`src/rtl/lpmc_pkg.sv`:
```
// Constants and carrier types shared by the low-power mode controller
package lpmc_pkg;

    // ------------------------------------------------------------
    // Clock and timing
    // ------------------------------------------------------------
    localparam int unsigned CLK_HZ = 100_000_000;
    localparam int unsigned CYCLES_PER_MS = CLK_HZ / 1000;
    localparam int unsigned CAL_TIME_MS = 10;
    localparam int unsigned CAL_CYCLES = CAL_TIME_MS * CYCLES_PER_MS;
    localparam int unsigned LED_HOLD_MS = 6;
    localparam int unsigned LED_HOLD_CYCLES = LED_HOLD_MS * CYCLES_PER_MS;
    localparam int unsigned CNT_W = 20;

    // ------------------------------------------------------------
    // Register map
    // ------------------------------------------------------------
    localparam int unsigned ADDR_W = 10;
    localparam int unsigned DATA_W = 16;
    localparam logic [9:0] IO_BASE_OFFSET = 10'h020;
    localparam logic [9:0] SELF_CONTROL_OFFSET = 10'h100;
    localparam logic [9:0] SELF_STATUS_OFFSET = 10'h104;
    localparam logic [15:0] IO_BASE_RESET = 16'h0000;
    localparam logic [15:0] SELF_CONTROL_RESET = 16'h0000;

    // ------------------------------------------------------------
    // Field positions
    // ------------------------------------------------------------
    localparam int unsigned SOFT_PD_BIT = 8;
    localparam int unsigned PIN_PD_BIT = 9;
    localparam int unsigned LINK_WATCH_BIT = 10;
    localparam int unsigned INIT_DONE_BIT = 7;
    localparam int unsigned SI_BUSY_BIT = 8;

    // ------------------------------------------------------------
    // Types
    // ------------------------------------------------------------
    typedef enum {
        ST_RESET,
        ST_CAL,
        ST_CFG,
        ST_RUN,
        ST_STANDBY,
        ST_HW_SUSP,
        ST_SW_SUSP
    } lpmc_state_t;

    typedef struct packed {
        logic sel;
        logic wr;
        logic rd;
        logic [ADDR_W-1:0] addr;
        logic [DATA_W-1:0] wdata;
    } lpmc_host_req_t;

    typedef struct packed {
        logic valid;
        logic [DATA_W-1:0] rdata;
    } lpmc_host_rsp_t;

    typedef struct packed {
        logic core_reset;
        logic analog_on;
        logic rx_listen;
        logic core_isolate;
        logic bus_ignore;
        logic net_ignore;
    } lpmc_power_ctl_t;

endpackage

```
`src/rtl/lpmc_led_stretch.sv`:
```
// Activity LED pulse stretcher with a programmable hold time
`timescale 1ns/1ps
`default_nettype none

module lpmc_led_stretch
#(
    parameter int unsigned HOLD_CYCLES = lpmc_pkg::LED_HOLD_CYCLES
)
(
    input wire logic sys_clk,
    input wire logic rst,
    input wire logic trigger,
    output logic led_n
);
    import lpmc_pkg::*;

    // ------------------------------------------------------------
    // Hold counter
    // ------------------------------------------------------------
    localparam logic [CNT_W-1:0] HOLD_LOAD = CNT_W'(HOLD_CYCLES - 1);

    logic [CNT_W-1:0] cnt_reg;
    logic [CNT_W-1:0] cnt_next;
    logic on_reg;
    logic on_next;
    wire logic cnt_zero = (cnt_reg == '0);

    // Every event restarts the full hold, so a burst keeps the LED lit
    assign cnt_next = trigger ? HOLD_LOAD : (cnt_zero ? cnt_reg : cnt_reg - 1'b1);
    assign on_next = trigger | (on_reg & ~cnt_zero);

    always_ff @(posedge sys_clk)
    begin
        if (rst)
        begin
            cnt_reg <= '0;
            on_reg <= 1'b0;
        end
        else
        begin
            cnt_reg <= cnt_next;
            on_reg <= on_next;
        end
    end

    assign led_n = ~on_reg;

endmodule // lpmc_led_stretch

`default_nettype wire

```
`src/rtl/lpmc_sequencer.sv`:
```
// Low-power mode sequencer: standby, suspend, wake-up reset and activity LED
// What this block does
// - Three low-power states, all chosen by self_control enable bits.
// - Leaving any low-power state triggers internal reset, calibration, configuration read.
// - End of self-configuration sets init_complete and clears serial_if_busy.
// - Calibration lasts about 10 ms; host waits for it before register access.
// - Hardware standby needs sleep pin low, pin-powerdown and link-watch bits set.
// - Standby keeps only the link receiver; link activity drives LED low.
// - Host bus accesses are ignored during hardware standby.
// - Entering standby resets all registers except self_control.
// - Raising the sleep pin ends standby with full reset and initialisation.
// - Hardware suspend: sleep pin low, pin-powerdown set, link-watch clear.
// - Hardware suspend isolates core, ignores host bus and network activity.
// - Raising the sleep pin ends hardware suspend with full reset.
// - Software suspend keeps only io_base_address and self_control alive.
// - Any write to device space wakes software suspend; write data discarded.
// - External hardware reset leaves any sleep state.
// - Hardware low-power states override software suspend.
// - LED low on transmit, receive or collision; held at least 6 ms.
`timescale 1ns/1ps
`default_nettype none

module lpmc_sequencer
#(
    parameter int unsigned CAL_CYCLES_P = lpmc_pkg::CAL_CYCLES,
    parameter int unsigned LED_HOLD_CYCLES_P = lpmc_pkg::LED_HOLD_CYCLES
)
(
    input wire logic sys_clk,
    input wire logic rst,
    input wire logic sleep_n_pin,
    input wire logic link_activity_pin,
    input wire logic tx_event,
    input wire logic rx_event,
    input wire logic collision_event,
    input wire logic cfg_load_done,
    input wire lpmc_pkg::lpmc_host_req_t host_req,
    output lpmc_pkg::lpmc_host_rsp_t host_rsp,
    output lpmc_pkg::lpmc_power_ctl_t power_ctl,
    output logic cfg_load_start,
    output logic activity_led_n,
    output logic init_complete,
    output logic serial_if_busy
);
    import lpmc_pkg::*;

    // ------------------------------------------------------------
    // Helpers
    // ------------------------------------------------------------
    function automatic logic reg_hit(input logic [ADDR_W-1:0] addr, input logic [ADDR_W-1:0] offset);
        reg_hit = (addr == offset);
    endfunction

    localparam logic [CNT_W-1:0] CAL_LAST = CNT_W'(CAL_CYCLES_P - 1);

    // ------------------------------------------------------------
    // Declarations
    // ------------------------------------------------------------
    lpmc_state_t state_reg;
    lpmc_state_t state_next;
    logic [CNT_W-1:0] cal_cnt_reg;
    logic [CNT_W-1:0] cal_cnt_next;
    logic [DATA_W-1:0] io_base_reg;
    logic [DATA_W-1:0] io_base_next;
    logic [DATA_W-1:0] self_control_reg;
    logic [DATA_W-1:0] self_control_next;
    logic init_done_reg;
    logic init_done_next;
    logic si_busy_reg;
    logic si_busy_next;
    logic rsp_valid_reg;
    logic [DATA_W-1:0] rsp_data_reg;
    logic [DATA_W-1:0] rd_mux;
    logic sleep_meta_reg;
    logic sleep_n_sync_reg;
    logic link_meta_reg;
    logic link_sync_reg;

    // ------------------------------------------------------------
    // Pin synchronisers
    // ------------------------------------------------------------
    always_ff @(posedge sys_clk)
    begin
        if (rst)
        begin
            sleep_meta_reg <= 1'b1;
            sleep_n_sync_reg <= 1'b1;
            link_meta_reg <= 1'b0;
            link_sync_reg <= 1'b0;
        end
        else
        begin
            sleep_meta_reg <= sleep_n_pin;
            sleep_n_sync_reg <= sleep_meta_reg;
            link_meta_reg <= link_activity_pin;
            link_sync_reg <= link_meta_reg;
        end
    end

    // ------------------------------------------------------------
    // State decode
    // ------------------------------------------------------------
    wire logic in_reset = (state_reg == ST_RESET);
    wire logic in_cal = (state_reg == ST_CAL);
    wire logic in_cfg = (state_reg == ST_CFG);
    wire logic in_run = (state_reg == ST_RUN);
    wire logic in_standby = (state_reg == ST_STANDBY);
    wire logic in_hw_susp = (state_reg == ST_HW_SUSP);
    wire logic in_sw_susp = (state_reg == ST_SW_SUSP);
    wire logic awake = in_reset | in_cal | in_cfg | in_run;
    wire logic hw_asleep = in_standby | in_hw_susp;

    // ------------------------------------------------------------
    // Mode selection
    // ------------------------------------------------------------
    wire logic pin_pd_en = self_control_reg[PIN_PD_BIT];
    wire logic link_watch_en = self_control_reg[LINK_WATCH_BIT];
    wire logic soft_pd_req = self_control_reg[SOFT_PD_BIT];
    wire logic hw_sleep = ~sleep_n_sync_reg & pin_pd_en;
    wire logic want_standby = hw_sleep & link_watch_en;
    wire logic want_hw_susp = hw_sleep & ~link_watch_en;
    wire logic want_sw_susp = ~hw_sleep & soft_pd_req;
    wire logic cal_done = (cal_cnt_reg == CAL_LAST);

    // ------------------------------------------------------------
    // Host access decode
    // ------------------------------------------------------------
    wire logic hit_io_base = reg_hit(host_req.addr, IO_BASE_OFFSET);
    wire logic hit_self_ctl = reg_hit(host_req.addr, SELF_CONTROL_OFFSET);
    wire logic hit_self_st = reg_hit(host_req.addr, SELF_STATUS_OFFSET);
    wire logic host_wr = host_req.sel & host_req.wr;
    wire logic host_rd = host_req.sel & host_req.rd;
    wire logic wr_ok = host_wr & awake;
    wire logic wake_write = host_wr & in_sw_susp;
    wire logic rd_ok = host_rd & ~hw_asleep;
    wire logic status_live = ~in_sw_susp;

    // ------------------------------------------------------------
    // Next state
    // ------------------------------------------------------------
    always_comb
    begin
        state_next = state_reg;
        case (state_reg)
            ST_RESET, ST_CAL, ST_CFG, ST_RUN:
            begin
                if (want_standby)
                begin
                    state_next = ST_STANDBY;
                end
                else if (want_hw_susp)
                begin
                    state_next = ST_HW_SUSP;
                end
                else if (want_sw_susp)
                begin
                    state_next = ST_SW_SUSP;
                end
                else if (in_reset)
                begin
                    state_next = ST_CAL;
                end
                else if (in_cal && cal_done)
                begin
                    state_next = ST_CFG;
                end
                else if (in_cfg && cfg_load_done)
                begin
                    state_next = ST_RUN;
                end
            end
            ST_STANDBY:
            begin
                if (!hw_sleep)
                begin
                    state_next = ST_RESET;
                end
                else if (!link_watch_en)
                begin
                    state_next = ST_HW_SUSP;
                end
            end
            ST_HW_SUSP:
            begin
                if (!hw_sleep)
                begin
                    state_next = ST_RESET;
                end
                else if (link_watch_en)
                begin
                    state_next = ST_STANDBY;
                end
            end
            ST_SW_SUSP:
            begin
                if (want_standby)
                begin
                    state_next = ST_STANDBY;
                end
                else if (want_hw_susp)
                begin
                    state_next = ST_HW_SUSP;
                end
                else if (wake_write)
                begin
                    state_next = ST_RESET;
                end
            end
            default:
            begin
                state_next = ST_RESET;
            end
        endcase
    end

    wire logic enter_standby = (state_next == ST_STANDBY) & ~in_standby;

    // ------------------------------------------------------------
    // Calibration timer and status flags
    // ------------------------------------------------------------
    assign cal_cnt_next = (in_cal && !cal_done) ? cal_cnt_reg + 1'b1 : '0;
    assign cfg_load_start = in_cal & cal_done & (state_next == ST_CFG);
    // Status flags return to their reset values in every sleep state as well as in the reset state
    assign init_done_next = in_cfg & cfg_load_done ? 1'b1 : ((in_reset | ~awake) ? 1'b0 : init_done_reg);
    assign si_busy_next = in_cfg & cfg_load_done ? 1'b0 : ((in_reset | ~awake) ? 1'b1 : si_busy_reg);

    // ------------------------------------------------------------
    // Register writes
    // ------------------------------------------------------------
    always_comb
    begin
        io_base_next = io_base_reg;
        self_control_next = self_control_reg;
        if (enter_standby)
        begin
            io_base_next = IO_BASE_RESET;
        end
        else if (wr_ok && hit_io_base)
        begin
            io_base_next = host_req.wdata;
        end
        if (wr_ok && hit_self_ctl)
        begin
            self_control_next = host_req.wdata;
        end
        else if (wake_write)
        begin
            // Write data is dropped; the request bit falls so the wake sticks
            self_control_next[SOFT_PD_BIT] = 1'b0;
        end
    end

    // ------------------------------------------------------------
    // Read data
    // ------------------------------------------------------------
    always_comb
    begin
        rd_mux = '0;
        if (hit_io_base)
        begin
            rd_mux = io_base_reg;
        end
        else if (hit_self_ctl)
        begin
            rd_mux = self_control_reg;
        end
        else if (hit_self_st && status_live)
        begin
            rd_mux[INIT_DONE_BIT] = init_done_reg;
            rd_mux[SI_BUSY_BIT] = si_busy_reg;
        end
    end

    // ------------------------------------------------------------
    // Registers
    // ------------------------------------------------------------
    always_ff @(posedge sys_clk)
    begin
        if (rst)
        begin
            state_reg <= ST_RESET;
            cal_cnt_reg <= '0;
            init_done_reg <= 1'b0;
            si_busy_reg <= 1'b1;
        end
        else
        begin
            state_reg <= state_next;
            cal_cnt_reg <= cal_cnt_next;
            init_done_reg <= init_done_next;
            si_busy_reg <= si_busy_next;
        end
    end

    always_ff @(posedge sys_clk)
    begin
        if (rst)
        begin
            io_base_reg <= IO_BASE_RESET;
            self_control_reg <= SELF_CONTROL_RESET;
        end
        else
        begin
            io_base_reg <= io_base_next;
            self_control_reg <= self_control_next;
        end
    end

    always_ff @(posedge sys_clk)
    begin
        if (rst)
        begin
            rsp_valid_reg <= 1'b0;
            rsp_data_reg <= '0;
        end
        else
        begin
            rsp_valid_reg <= rd_ok;
            rsp_data_reg <= rd_ok ? rd_mux : '0;
        end
    end

    assign host_rsp.valid = rsp_valid_reg;
    assign host_rsp.rdata = rsp_data_reg;
    assign init_complete = init_done_reg;
    assign serial_if_busy = si_busy_reg;

    // ------------------------------------------------------------
    // Power controls
    // ------------------------------------------------------------
    assign power_ctl.core_reset = in_reset | in_standby | in_hw_susp | in_sw_susp;
    assign power_ctl.analog_on = awake;
    assign power_ctl.rx_listen = awake | in_standby;
    assign power_ctl.core_isolate = in_hw_susp;
    assign power_ctl.bus_ignore = hw_asleep;
    assign power_ctl.net_ignore = ~awake;

    // ------------------------------------------------------------
    // Activity LED
    // ------------------------------------------------------------
    // Network events count only when awake; in standby the link receiver alone lights it
    wire logic net_activity = awake & (tx_event | rx_event | collision_event);
    wire logic led_trigger = net_activity | (in_standby & link_sync_reg);

    lpmc_led_stretch #(
        .HOLD_CYCLES(LED_HOLD_CYCLES_P)
    ) u_led_stretch (
        .sys_clk(sys_clk),
        .rst(rst),
        .trigger(led_trigger),
        .led_n(activity_led_n)
    );

endmodule // lpmc_sequencer

`default_nettype wire

```
`config.mk`:
```
export PLATFORM = sky130hd
export DESIGN_NAME = lpmc_sequencer
export DESIGN_NICKNAME = d
export VERILOG_FILES = /design/src/rtl/lpmc_pkg.sv /design/src/rtl/lpmc_led_stretch.sv /design/src/rtl/lpmc_sequencer.sv
export SDC_FILE = /design/constraint.sdc
export NUM_CORES = 1
export LEC_CHECK = 0
export ABC_AREA = 0
export BUFFER_PORTS_ARGS = -buffer_cell sky130_fd_sc_hd__buf_2
export CAP_MARGIN = 10
export CORE_MARGIN = 2
export CORE_UTILIZATION = 30
export CTS_CLUSTER_SIZE = 30
export DETAILED_ROUTE_END_ITERATION = 8
export PLACE_DENSITY = 0.5
export SLEW_MARGIN = 0
export SYNTH_ARGS = -nofsm -noshare
export SYNTH_HDL_FRONTEND = slang
export SYNTH_SLANG_ARGS = --single-unit
```
`constraint.sdc`:
```
create_clock -name sys_clk -period 2.2 [get_ports sys_clk]
set_input_delay 0.11 -clock sys_clk [delete_from_list [all_inputs] [get_ports sys_clk]]
set_output_delay 0.11 -clock sys_clk [all_outputs]
set_load 0.05 [all_outputs]
```
---- After elaboration in Yosys (flattened, before gate mapping) ----
Cells that the tools add are included.
word-level totals
  register bits ........................... 128
  input bits .............................. 37
  output and inout port bits .............. 27
  logic and storage cells ................. 121
operators by class
  add/sub/neg operators ................... 2
  equal/unequal tests ..................... 19
  mux-type cells .......................... 27
  bitwise logic cells ..................... 40
  reductions and logical operators ........ 17
operators with widths
  operator                                            count
  2-to-1 mux 32 bit                                   13
  == test 32 x 3 -> 1 bit, second input constant      6
  == test 32 x 4 -> 1 bit, second input constant      4
  case mux 32 bit (4 select lines)                    1
  == test 32 x 2 -> 1 bit, second input constant      3
  zero test 32 bit                                    2
  2-to-1 mux 20 bit                                   2
  == test 32 x 1 -> 1 bit, second input constant      1
  adder 20 x 1 -> 20 bit, second input constant       1
  == test 10 x 9 -> 1 bit, second input constant      2
  == test 20 bit, second input constant               1
  zero test 20 bit                                    1
  subtractor 20 x 1 -> 20 bit, second input constant  1
  AND 1 bit                                           16
  2-to-1 mux 16 bit                                   1
  2-to-1 mux 7 bit                                    2
  OR 1 bit                                            13
  NOT 1 bit                                           11
  == test 10 x 6 -> 1 bit, second input constant      1
  OR reduction 2 bit                                  4
  logical AND 1 bit                                   6
  2-to-1 mux 1 bit                                    6
  2-to-1 mux 2 bit                                    2
  nonzero test 2 bit                                  2
  other kinds (3)                                     3

---- Depth between registers and ports, before layout ----
Gate-level depths: netlist of run 1.
  depth in word-level cells ............... 12
  mapped depth ............................ 9
  depth with buffers taken out ............ 7

---- Hierarchy ----
From an unflattened synthesis of run 1, not the netlist that was laid out.
unflattened totals
  cells, all modules ...................... 506
  area, all modules ....................... 5144.9 µm²
by module, submodules not included
  module            instances  cells an instance  area each (µm²)  seq. area each (µm²)
  lpmc_sequencer    1          388                4060.1           2142.1
  lpmc_led_stretch  1          118                1084.8           420.4

---- Least setup slack after synthesis of run 1 ----
OpenSTA, ideal clock, no wires.
  path type ............................... reg-to-output
  from .................................... register cal_cnt_reg[6]
  to ...................................... output port cfg_load_start
  arrival ................................. 3.040 ns
  slack ................................... -0.950 ns
  stages on the path, launching flop included .. 5
  path buffers ............................ 0
  cell sequence ........................... dfxtp_1 > or4b_1 > or4_4 > nor2_1 > nor4bb_1
on the way
  cells in the longest elaborated chain, start to end .. 10
  elaborated cells between the ends (all ways) .. 11
  classes of those cells .................. eq/ne: 2; mux: 6; bitwise: 2; reduce/logical: 1
ends and longest elaborated chain
  what                              RTL line               source
  start: declaration                lpmc_sequencer.sv:61   logic [CNT_W-1:0] cal_cnt_reg;
  start signal: assignment          lpmc_sequencer.sv:289  cal_cnt_reg <= cal_cnt_next;
  == test 20 bit *                  lpmc_sequencer.sv:123  wire logic cal_done = (cal_cnt_reg == CAL_LAST);
  logical AND 1 bit                 lpmc_sequencer.sv:163  else if (in_cal && cal_done)
  2-to-1 mux 32 bit                 lpmc_sequencer.sv:163
  2-to-1 mux 32 bit                 lpmc_sequencer.sv:159  else if (in_reset)
  2-to-1 mux 32 bit                 lpmc_sequencer.sv:155  else if (want_sw_susp)
  2-to-1 mux 32 bit                 lpmc_sequencer.sv:151  else if (want_hw_susp)
  2-to-1 mux 32 bit                 lpmc_sequencer.sv:147  if (want_standby)
  case mux 32 bit (4 select lines)  lpmc_sequencer.sv:144  case (state_reg)
  == test 32 x 3 -> 1 bit           lpmc_sequencer.sv:222  assign cfg_load_start = in_cal & cal_done & (state_next == ST_CFG);
  AND 1 bit *                       lpmc_sequencer.sv:222
  end: declaration                  lpmc_sequencer.sv:40   output logic cfg_load_start,
Every way passes the cells marked *; elsewhere a longest branch is shown, timed or not.

---- Final worst setup path of run 1 ----
Ends and elaborated chain as after synthesis.

==> flow_summary_export.csv, run 1 <==
group,metric,value,unit
critical_path,r2r-start,"cal_cnt_reg[6]",
timing,hold_violations,0,
timing,min_period_over_period,104,%
routing,dr_total_vias,4003,
power,peakVddDrop,0.651,mV
power,p_total,0.00693,W
clock_tree,cts_sinks,128,
critical_path,cp-end-kind,"primary output",
routing,viasPerCell,4.57,
layout,num_antenna_cells,0,
clock_tree,cts_buffers,17,
floorplan,core.rowCount,46,
power,power_density,1070,nW/µm²
status,violations,"negative setup slack",
layout,seq_area,2560,µm²
yosys,synth-seq-cells,128,
routing,wl,11900,µm
critical_path,startpoint_type,"register",
critical_path,worstRegToRegCells,7,
placement,gp_congestion,0.792,
layout,fin_cells,875,
timing,min_period,2.29,ns
floorplan,io_pins,64,
timing,tightest_slew,0.576,ns
critical_path,cp_cell_sequence,"or4b_1 > or4_4 > nor2_4 > nor4bb_4 > buf_6",
layout,multi_input_area,2270,µm²
clock_tree,clk_pin_slew,0.06,ns
critical_path,worstPathRequired,2.09,ns
yosys,yosys_warnings,0,
layout,largest_reg_flops,32,
yosys,postSynthCellCount,519,
power,seqPwrFrac,38.2,%
clock_tree,cts_buffer_depth,2,
yosys,synth_flop_cell,"dfxtp_1",
layout,syn_to_final_growth,34.5,%
layout,fin_nets,685,
power,pwr-share-comb,19.9,%
routing,final_antenna_net_count,0,
critical_path,max_stage_delay,0.50,ns
routing,drc,0,
power,p_switching,0.00199,W
critical_path,cp_slowest_cell,"or4b_1",
worst_hold_path,holdPathEnd,"rsp_data_reg[8]",
global_route,antenna_found_initial,0,
power,p_leak,2.60,nW
floorplan,dieHeight,131,µm
status,outcome,"finished, violations left",
routing,post_drt_wl_per_cell,13.6,µm
power,switching_share,28.8,%
global_route,track_usage,14.7,%
yosys,ys_seq_area_share,53.1,%
job,max-cap-violations,0,
floorplan,coreArea,15800,µm²
layout,nFillCells,1586,
timing,rsz0062_at_grt,"true",
routing,firstDrtPassIters,4,
clock_tree,cts_tree,"done",
clock_tree,clock_latency,0.42,ns
yosys,async_reset_ff_share,0,%
worst_hold_path,hp-start,"host_req[18]",
layout,finalInstanceArea,6490,µm²
layout,drive_above_1_share,21.2,%
timing,setup_ws,-0.0858,ns
placement,io_buffer_count,63,
global_route,first_global_vias,3986,
timing,whs,0.0367,ns
timing,fin_setup_tns,-0.0858,ns
placement,placed_area,5590,µm²
yosys,syn_area_per_cell,9.29,µm²
power,pwr-share-clk,41.9,%
timing,drv_slew,0,
worst_hold_path,min_path_cells,3,
critical_path,r2r_slack,0.12,ns
clock_tree,htreeDepth,4,
placement,place_hpwl,8100,µm
timing,setup_viol,1,
clock_tree,cts-root-buf,"clkbuf_16",
critical_path,critical_path_class,"reg2out",
yosys,yosysUniqueCellTypes,53,
timing,fin_skew,0.00674,ns
global_route,overflow,0,
critical_path,crit_fanout,2,
floorplan,fp.dieArea,17100,µm²
power,internal_power,0.00493,W
yosys,synth_area,4820,µm²
global_route,grt_max_degree,21,
yosys,synth-edff-count,0,
timing,slew_headroom,61.3,%
routing,drt_iter0_markers,203,
timing,max_freq,437,MHz
floorplan,initial_utilization,30.5,%
critical_path,r2r-end,"io_base_reg[10]",
floorplan,die_w,131,µm
critical_path,arrival,2.18,ns
worst_hold_path,hold_class,"in2reg",
global_route,grt_first_pass_wirelength,19200,µm
placement,dp.cells,823,
-- worst max-delay path by stage --
stage	startpoint	end	depth (start not counted)
after floorplan	cal_cnt_reg[6]	cfg_load_start	4
after global placement	cal_cnt_reg[6]	cfg_load_start	5
final	cal_cnt_reg[6]	cfg_load_start	5
after CTS	cal_cnt_reg[6]	cfg_load_start	5
after global routing	cal_cnt_reg[6]	cfg_load_start	5
after detailed placement	state_reg[20]	cal_cnt_reg[13]	8
-- critical path: cells and delay by family, from the launching register on --
| kind | cells | cell delay, ns |
|---|---|---|
| simple gates | 4 | 1.25 |
| flops | 1 | 0.31 |
| buf+inv | 1 | 0.20 |
-- power by group through the flow --
stage,logic (W),clock network [W],registers (W)
floorplan,0.000956,0,0.00265
global placement,0.00130,0,0.00268
detailed placement,0.00133,0,0.00269
CTS,0.00137,0.00299,0.00264
global route,0.00156,0.00309,0.00267
finish,0.00138,0.00290,0.00264
-- Yosys cell counts, types with 11 or more instances --
cell,n,share of area (%)
a22oi_1,16,2.5
nor2_1,77,6.0
mux2i_1,17,3.5
dfxtp_1,128,53
nor3_1,11,1.1
nand3_1,11,1.1
nor4_1,15,1.9
xnor2_1,16,2.9
a21oi_1,30,3.1
inv_1,12,0.93
clkbuf_1,18,1.4
nand2_1,51,4.0
nand4_1,13,1.7
-- cell families after synthesis --
family | count (synthesis) | synth area share (%)
and+or+nand+nor | 229 | 23.9
DFF | 128 | 53.1
AOI/OAI and AO/OA | 76 | 10.3
buffers and inverters | 39 | 3.61
xor gates and xnor gates | 26 | 4.72
muxes | 17 | 3.53
adders and majority gates | 3 | 0.726
other | 1 | 0.0777
-- cell type report --
| cell class | count | share of cell area, % |
|---|---|---|
| Timing Repair Buffer | 107 | 11.1 |
| Tap cell | 216 | 4.17 |
| Clock buffer | 18 | 6.77 |
| Inverter | 12 | 0.694 |
| Clock inverter | 14 | 2.78 |
| Sequential cell | 128 | 39.5 |
| Multi-Input combinational cell | 380 | 35.0 |
-- metrics by stage --
| stage | setup slack, ns | utilization (%) |
|---|---|---|
| finish | -0.0858 | 41.0 |
| global route | -0.179 | 41.0 |
| CTS | -0.120 | 40.6 |
| detailed placement | 0.0402 | 35.3 |
| global placement | 0.0915 | 35.3 |
| floorplan | -0.00692 | - |
-- cell usage in the layout (no fill, tap or decap), types with 4 or more instances in the layout --
cell           instances
dfxtp_1              128
nor2_1                75
buf_2                 59
nand2_1               51
a21oi_1               30
conb_1                29
buf_4                 28
dlygate4sd3_1         18
mux2i_1               17
clkbuf_16             17
xnor2_1               16
a22oi_1               16
nand4_1               13
nor4_1                11
nor3_1                11
inv_1                 11
xor2_1                10
nand3_1                9
and4_1                 7
and3_1                 7
a31oi_1                7
nand2b_1               6
o21ai_0                6
or2_2                  5
nor2b_1                5
nand3b_1               4
or3_1                  4
inv_6                  4
-- layer usage --
metal | global-route usage, % | share of wire, %
met5 | 0 | 0
met4 | 5.13 | 0.92
met3 | 4.48 | 3.8
met2 | 25.6 | 50
met1 | 17.1 | 45
-- what timing repair did --
action / in CTS / in global routing
hold buffers: 18 / 0
endpoints found under the hold margin: 33 / 0
pin swaps: 1 / 3
buffers inserted: 1 / 1
setup endpoints to repair: 4 / 42
resized for setup: 8 / 8
Power figures use the tool's default switching activity.
==> inputs of run 2 (changes only) <==
==> constraint.sdc (replaced) <==
create_clock -name sys_clk -period 2.2 [get_ports sys_clk]
set_input_delay 0 -clock sys_clk [delete_from_list [all_inputs] [get_ports sys_clk]]
set_output_delay 0 -clock sys_clk [all_outputs]
set_load 0.05 [all_outputs]
==> run 2 against run 1 <==
The flow now finishes without violations; final cell count is the same; via count hardly changed; sequential share of layout area grew 0.55 points; global-route usage down 0.74 points; core utilization decreased by 0.56 points; non-clock buffer count stayed put; largest cell class unchanged.
==> flow_summary_export.csv, run 2 (same netlist as run 1, synthesis figures left out) <==
group,metric,value,unit
timing,whs,0.00930,ns
floorplan,die_w,131,µm
placement,gp_congestion,0.771,
routing,dr_total_vias,4004,
critical_path,arrival,2.19,ns
power,power_density,1030,nW/µm²
clock_tree,clk_pin_slew,0.06,ns
floorplan,fp.dieArea,17100,µm²
routing,drc,0,
layout,layout_common_cells,"dfxtp_1, nor2_1, buf_2",
critical_path,startpoint_type,"register",
timing,tightest_slew,0.508,ns
critical_path,worstRegToRegCells,7,
timing,min_period,2.19,ns
timing,setup_viol,0,
clock_tree,cts_buffers,17,
timing,min_period_over_period,99.5,%
layout,syn_to_final_growth,32.6,%
timing,drv_slew,0,
worst_hold_path,holdPathEnd,"u_led_stretch.cnt_reg[7]",
layout,fin_nets,685,
clock_tree,clock_latency,0.41,ns
layout,final_common_cell,"dfxtp_1",
worst_hold_path,hp-start,"rst",
placement,pre_cts_ws,0.0614,ns
power,p_total,0.00661,W
routing,drt_iter0_markers,231,
routing,viasPerCell,4.58,
power,p_leak,2.56,nW
clock_tree,htreeDepth,4,
routing,wl,11400,µm
layout,drive_above_1_share,20.3,%
floorplan,initial_utilization,30.5,%
clock_tree,cts_sinks,128,
critical_path,cp-end-kind,"primary output",
critical_path,r2r-start,"cal_cnt_reg[6]",
timing,setup_ws,0.0104,ns
job,max-cap-violations,0,
placement,io_buffer_count,63,
global_route,grt_first_pass_wirelength,18500,µm
floorplan,dieHeight,131,µm
routing,final_antenna_net_count,0,
critical_path,worstPathRequired,2.20,ns
floorplan,coreArea,15800,µm²
global_route,grt_max_degree,21,
critical_path,r2r-end,"io_base_reg[15]",
floorplan,core.rowCount,46,
layout,num_antenna_cells,0,
placement,place_hpwl,7900,µm
timing,slew_headroom,65.9,%
clock_tree,cts_tree,"done",
power,peakVddDrop,0.592,mV
critical_path,critical_path_class,"reg2out",
critical_path,crit_fanout,2,
timing,max_freq,457,MHz
layout,nFillCells,1574,
global_route,track_usage,14.0,%
routing,post_drt_wl_per_cell,13.0,µm
timing,fin_skew,0.00742,ns
timing,hold_violations,0,
status,outcome,"completed",
layout,largest_reg_flops,32,
clock_tree,cts_buffer_depth,2,
clock_tree,cts-root-buf,"clkbuf_16",
global_route,overflow,0,
routing,firstDrtPassIters,4,
timing,rsz0062_at_grt,"true",
global_route,antenna_found_initial,0,
critical_path,r2r_slack,0.03,ns
worst_hold_path,min_path_cells,2,
worst_hold_path,hold_class,"in2reg",
floorplan,io_pins,64,
global_route,first_global_vias,3815,
[run 2: cell count changes in the layout (fill, tap and decap cells not counted), sizes merged]
cell         before  now
buf              89   87
bufinv            3    1
clkbuf           18   20
clkinv            5    3
clkinvlp          1    5
dlygate4sd3      18   20
inv              17   15
[run 2: routing by layer]
layer | vias up | track usage, % | wire length (µm)
li1 | 2039 | - | -
met1 | 1865 | 17.5 | 5180
met2 | 90 | 23.1 | 5560
met3 | 10 | 3.95 | 549
met4 | 0 | 4.94 | 108
met5 | - | 0 | 0
[run 2: worst max-delay path by stage]
stage / from / endpoint / slack, ns
floorplan: cal_cnt_reg[6] / cfg_load_start / 0.02
global placement: cal_cnt_reg[6] / io_base_reg[11] / 0.1
detailed placement: cal_cnt_reg[6] / io_base_reg[12] / 0.06
CTS: cal_cnt_reg[6] / cfg_load_start / -0.03
global route: cal_cnt_reg[6] / cfg_load_start / -0.1
finish: cal_cnt_reg[6] / cfg_load_start / 0.01
[run 2: what timing repair did]
item | 4_1_cts | 5_1_grt
hold buffers | 20 | 0
pin swaps | 2 | 2
setup endpoints to repair | 1 | 39
gates resized for setup | 4 | 5
setup buffers | 1 | 0
hold endpoints to repair | 39 | 0
[run 2: final cells by class]
cell class                 count  area (µm²)  share of cell area (%)
tap                          216         270                    4.22
multi-input combinational    380        2240                    35.0
inverter                      12        45.0                   0.704
timing repair buffer         107         714                    11.2
clock buffer                  20         457                    7.14
sequential                   128        2560                    40.1
clock inverter                12         109                    1.70
[run 2: critical path: stages, from the launching register on]
cell and delay, ns:
dfxtp_1 0.31, or4b_1 0.51, or4_4 0.45, nor2_4 0.10, nor4bb_4 0.22, buf_6 0.20
[run 2: power by group]
group	switching (W)	total (W)	internal, W
sequential	0.000145	0.00264	0.00250
combinational	0.000740	0.00134	0.000600
clock	0.00102	0.00263	0.00161
[run 2: per-stage QoR]
| step | instance area, µm² | std cells | TNS [ns] | utilization, % |
|---|---|---|---|---|
| 6_report | 6400 | 875 | 0 | 40.4 |
| 5_1_grt | 6400 | 875 | -0.556 | 40.4 |
| 4_1_cts | 6370 | 875 | -0.0305 | 40.3 |
| 3_5_place_dp | 5590 | 822 | 0 | 35.3 |
| 3_3_place_gp | 5590 | 822 | 0 | 35.3 |
| 2_1_floorplan | 4940 | 547 | 0 | - |
==> inputs of run 3 (changes only) <==
- CORE_ASPECT_RATIO: not set -> 0.9
==> run 3 against run 2 <==
The flow now finishes with violations (negative setup slack); wire length increased by 6.1%; core utilization up 1.4 points; combinational power grew 3%; global-route usage is 0.77 points higher; register-to-register slack worse by 0.05 ns; fmax shrank 1.5%; non-clock buffer count grew 7; largest cell class unchanged; largest power group is now clock; highest routed layer unchanged.
==> flow_summary_export.csv, run 3 (same netlist as run 1, synthesis figures left out) <==
group,metric,value,unit
global_route,grt.met2_usage,24.8,%
floorplan,die_w,138,µm
routing,wl,12100,µm
routing,dr_total_vias,4065,
routing,drt_iter0_markers,158,
global_route,antenna_found_initial,0,
job,max-cap-violations,0,
timing,hold_violations,0,
clock_tree,cts_buffers,17,
timing,min_period,2.22,ns
timing,max_freq,450,MHz
status,outcome,"finished, violations left",
global_route,grt_first_pass_wirelength,19500,µm
global_route,grtUsageMet1,17.5,%
timing,fin_skew,0.00686,ns
layout,multi_input_area,2260,µm²
clock_tree,clk_pin_slew,0.06,ns
timing,slew_headroom,64.0,%
clock_tree,cts_sinks,128,
clock_tree,cts-root-buf,"clkbuf_16",
critical_path,cp-end-kind,"register",
worst_hold_path,hp-start,"host_req[26]",
placement,place_hpwl,8050,µm
layout,layout_common_cells,"dfxtp_1, nor2_1, buf_2",
timing,setup_viol,12,
layout,syn_to_final_growth,34.7,%
floorplan,core.rowCount,43,
layout,drive_above_1_share,21.3,%
floorplan,fp.dieArea,17100,µm²
critical_path,critical_path_class,"reg2reg",
floorplan,io_pins,64,
power,p_leak,2.62,nW
critical_path,r2r_slack,-0.02,ns
routing,drc,0,
placement,gp_congestion,0.840,
layout,num_antenna_cells,0,
layout,largest_reg_flops,32,
clock_tree,cts_tree,"done",
timing,min_period_over_period,101,%
global_route,track_usage,14.7,%
worst_hold_path,min_path_cells,4,
clock_tree,clock_latency,0.41,ns
timing,setup_ws,-0.0231,ns
critical_path,r2r-end,"io_base_reg[15]",
layout,seq_area,2560,µm²
placement,placed_area,5600,µm²
global_route,overflow,0,
routing,viasPerCell,4.68,
layout,finalInstanceArea,6500,µm²
critical_path,arrival,2.57,ns
routing,firstDrtPassIters,4,
timing,drv_slew,0,
floorplan,initial_utilization,31.0,%
global_route,grt_max_degree,21,
placement,pre_cts_ws,0.0334,ns
worst_hold_path,hold_class,"in2reg",
global_route,first_global_vias,4108,
global_route,grt-busiest-layer,"met2",
critical_path,r2r-start,"cal_cnt_reg[6]",
critical_path,worstPathRequired,2.55,ns
power,power_density,1030,nW/µm²
power,peakVddDrop,0.540,mV
critical_path,worstRegToRegCells,7,
clock_tree,htreeDepth,4,
routing,final_antenna_net_count,0,
layout,final_common_cell,"dfxtp_1",
layout,nFillCells,1532,
critical_path,crit_fanout,8,
status,violations,"negative setup slack",
timing,tightest_slew,0.537,ns
clock_tree,cts_buffer_depth,2,
floorplan,dieHeight,124,µm
global_route,use_met3,3.91,%
layout,fin_nets,692,
floorplan,coreArea,15500,µm²
timing,rsz0062_at_grt,"true",
routing,post_drt_wl_per_cell,13.9,µm
critical_path,startpoint_type,"register",
placement,io_buffer_count,63,
worst_hold_path,holdPathEnd,"rsp_valid_reg",
[run 3: changes by cell type in the layout (fill, tap and decap cells not counted), moves of 2 or more]
cell and delta:
dlygate4sd3_1 +2, clkinv_4 +3, inv_6 -2, buf_4 +2
[run 3: layer usage]
layer  vias up  part of all wire, %
li1       2056                    -
met1      1923                   45
met2        74                   50
met3        12                  3.5
met4         0                  1.1
met5         -                    0
[run 3: metrics by stage]
step           hold slack [ns]  total power, W  TNS [ns]  utilization (%)  std cells
2_1_floorplan            0.104         0.00361         0                -        547
3_3_place_gp             0.212         0.00398         0             36.0        810
3_5_place_dp             0.212         0.00401         0             36.0        810
4_1_cts                 0.0888         0.00676   -0.0562             41.2        865
5_1_grt                  0.120         0.00709     -1.30             41.8        868
6_report                0.0961         0.00670    -0.138             41.8        868
[run 3: worst max-delay path, stage by stage, from the launching register on]
cell	delay [ns]
dfxtp_1	0.30
or4b_1	0.50
or4_4	0.45
buf_4	0.17
nor4_4	0.30
o41ai_4	0.14
clkbuf_16	0.20
nor2_1	0.10
[run 3: power by group]
part	switching, W	leakage [nW]	internal [W]
Combinational	0.000770	1.30	0.000611
Clock	0.00103	0.274	0.00164
Sequential	0.000148	1.05	0.00250
Total	0.00195	2.62	0.00475
[run 3: worst max path at each step]
stage	depth (start not counted)	to	slack [ns]	startpoint
floorplan	4	cfg_load_start	0.02	cal_cnt_reg[6]
global placement	5	cfg_load_start	0.08	cal_cnt_reg[6]
detailed placement	5	cfg_load_start	0.03	cal_cnt_reg[6]
CTS	5	cfg_load_start	-0.06	cal_cnt_reg[6]
global route	5	cfg_load_start	-0.11	cal_cnt_reg[6]
finish	7	io_base_reg[15]	-0.02	cal_cnt_reg[6]
[run 3: timing repair]
action                                  in CTS  in global routing
endpoints found under the hold margin       47                  0
gates cloned                                 0                  1
pin swaps                                    2                  3
setup buffers                                1                  2
hold buffers                                22                  0
resized for setup                            4                  9
endpoints found under the setup margin       1                 38
[run 3: cell type report]
class | count | share of cell area [%]
clock buffer | 20 | 7.18
clock inverter | 12 | 1.69
inverter | 12 | 0.693
multi-input combinational | 380 | 34.7
sequential | 128 | 39.4
tap | 202 | 3.89
timing repair buffer | 114 | 12.4
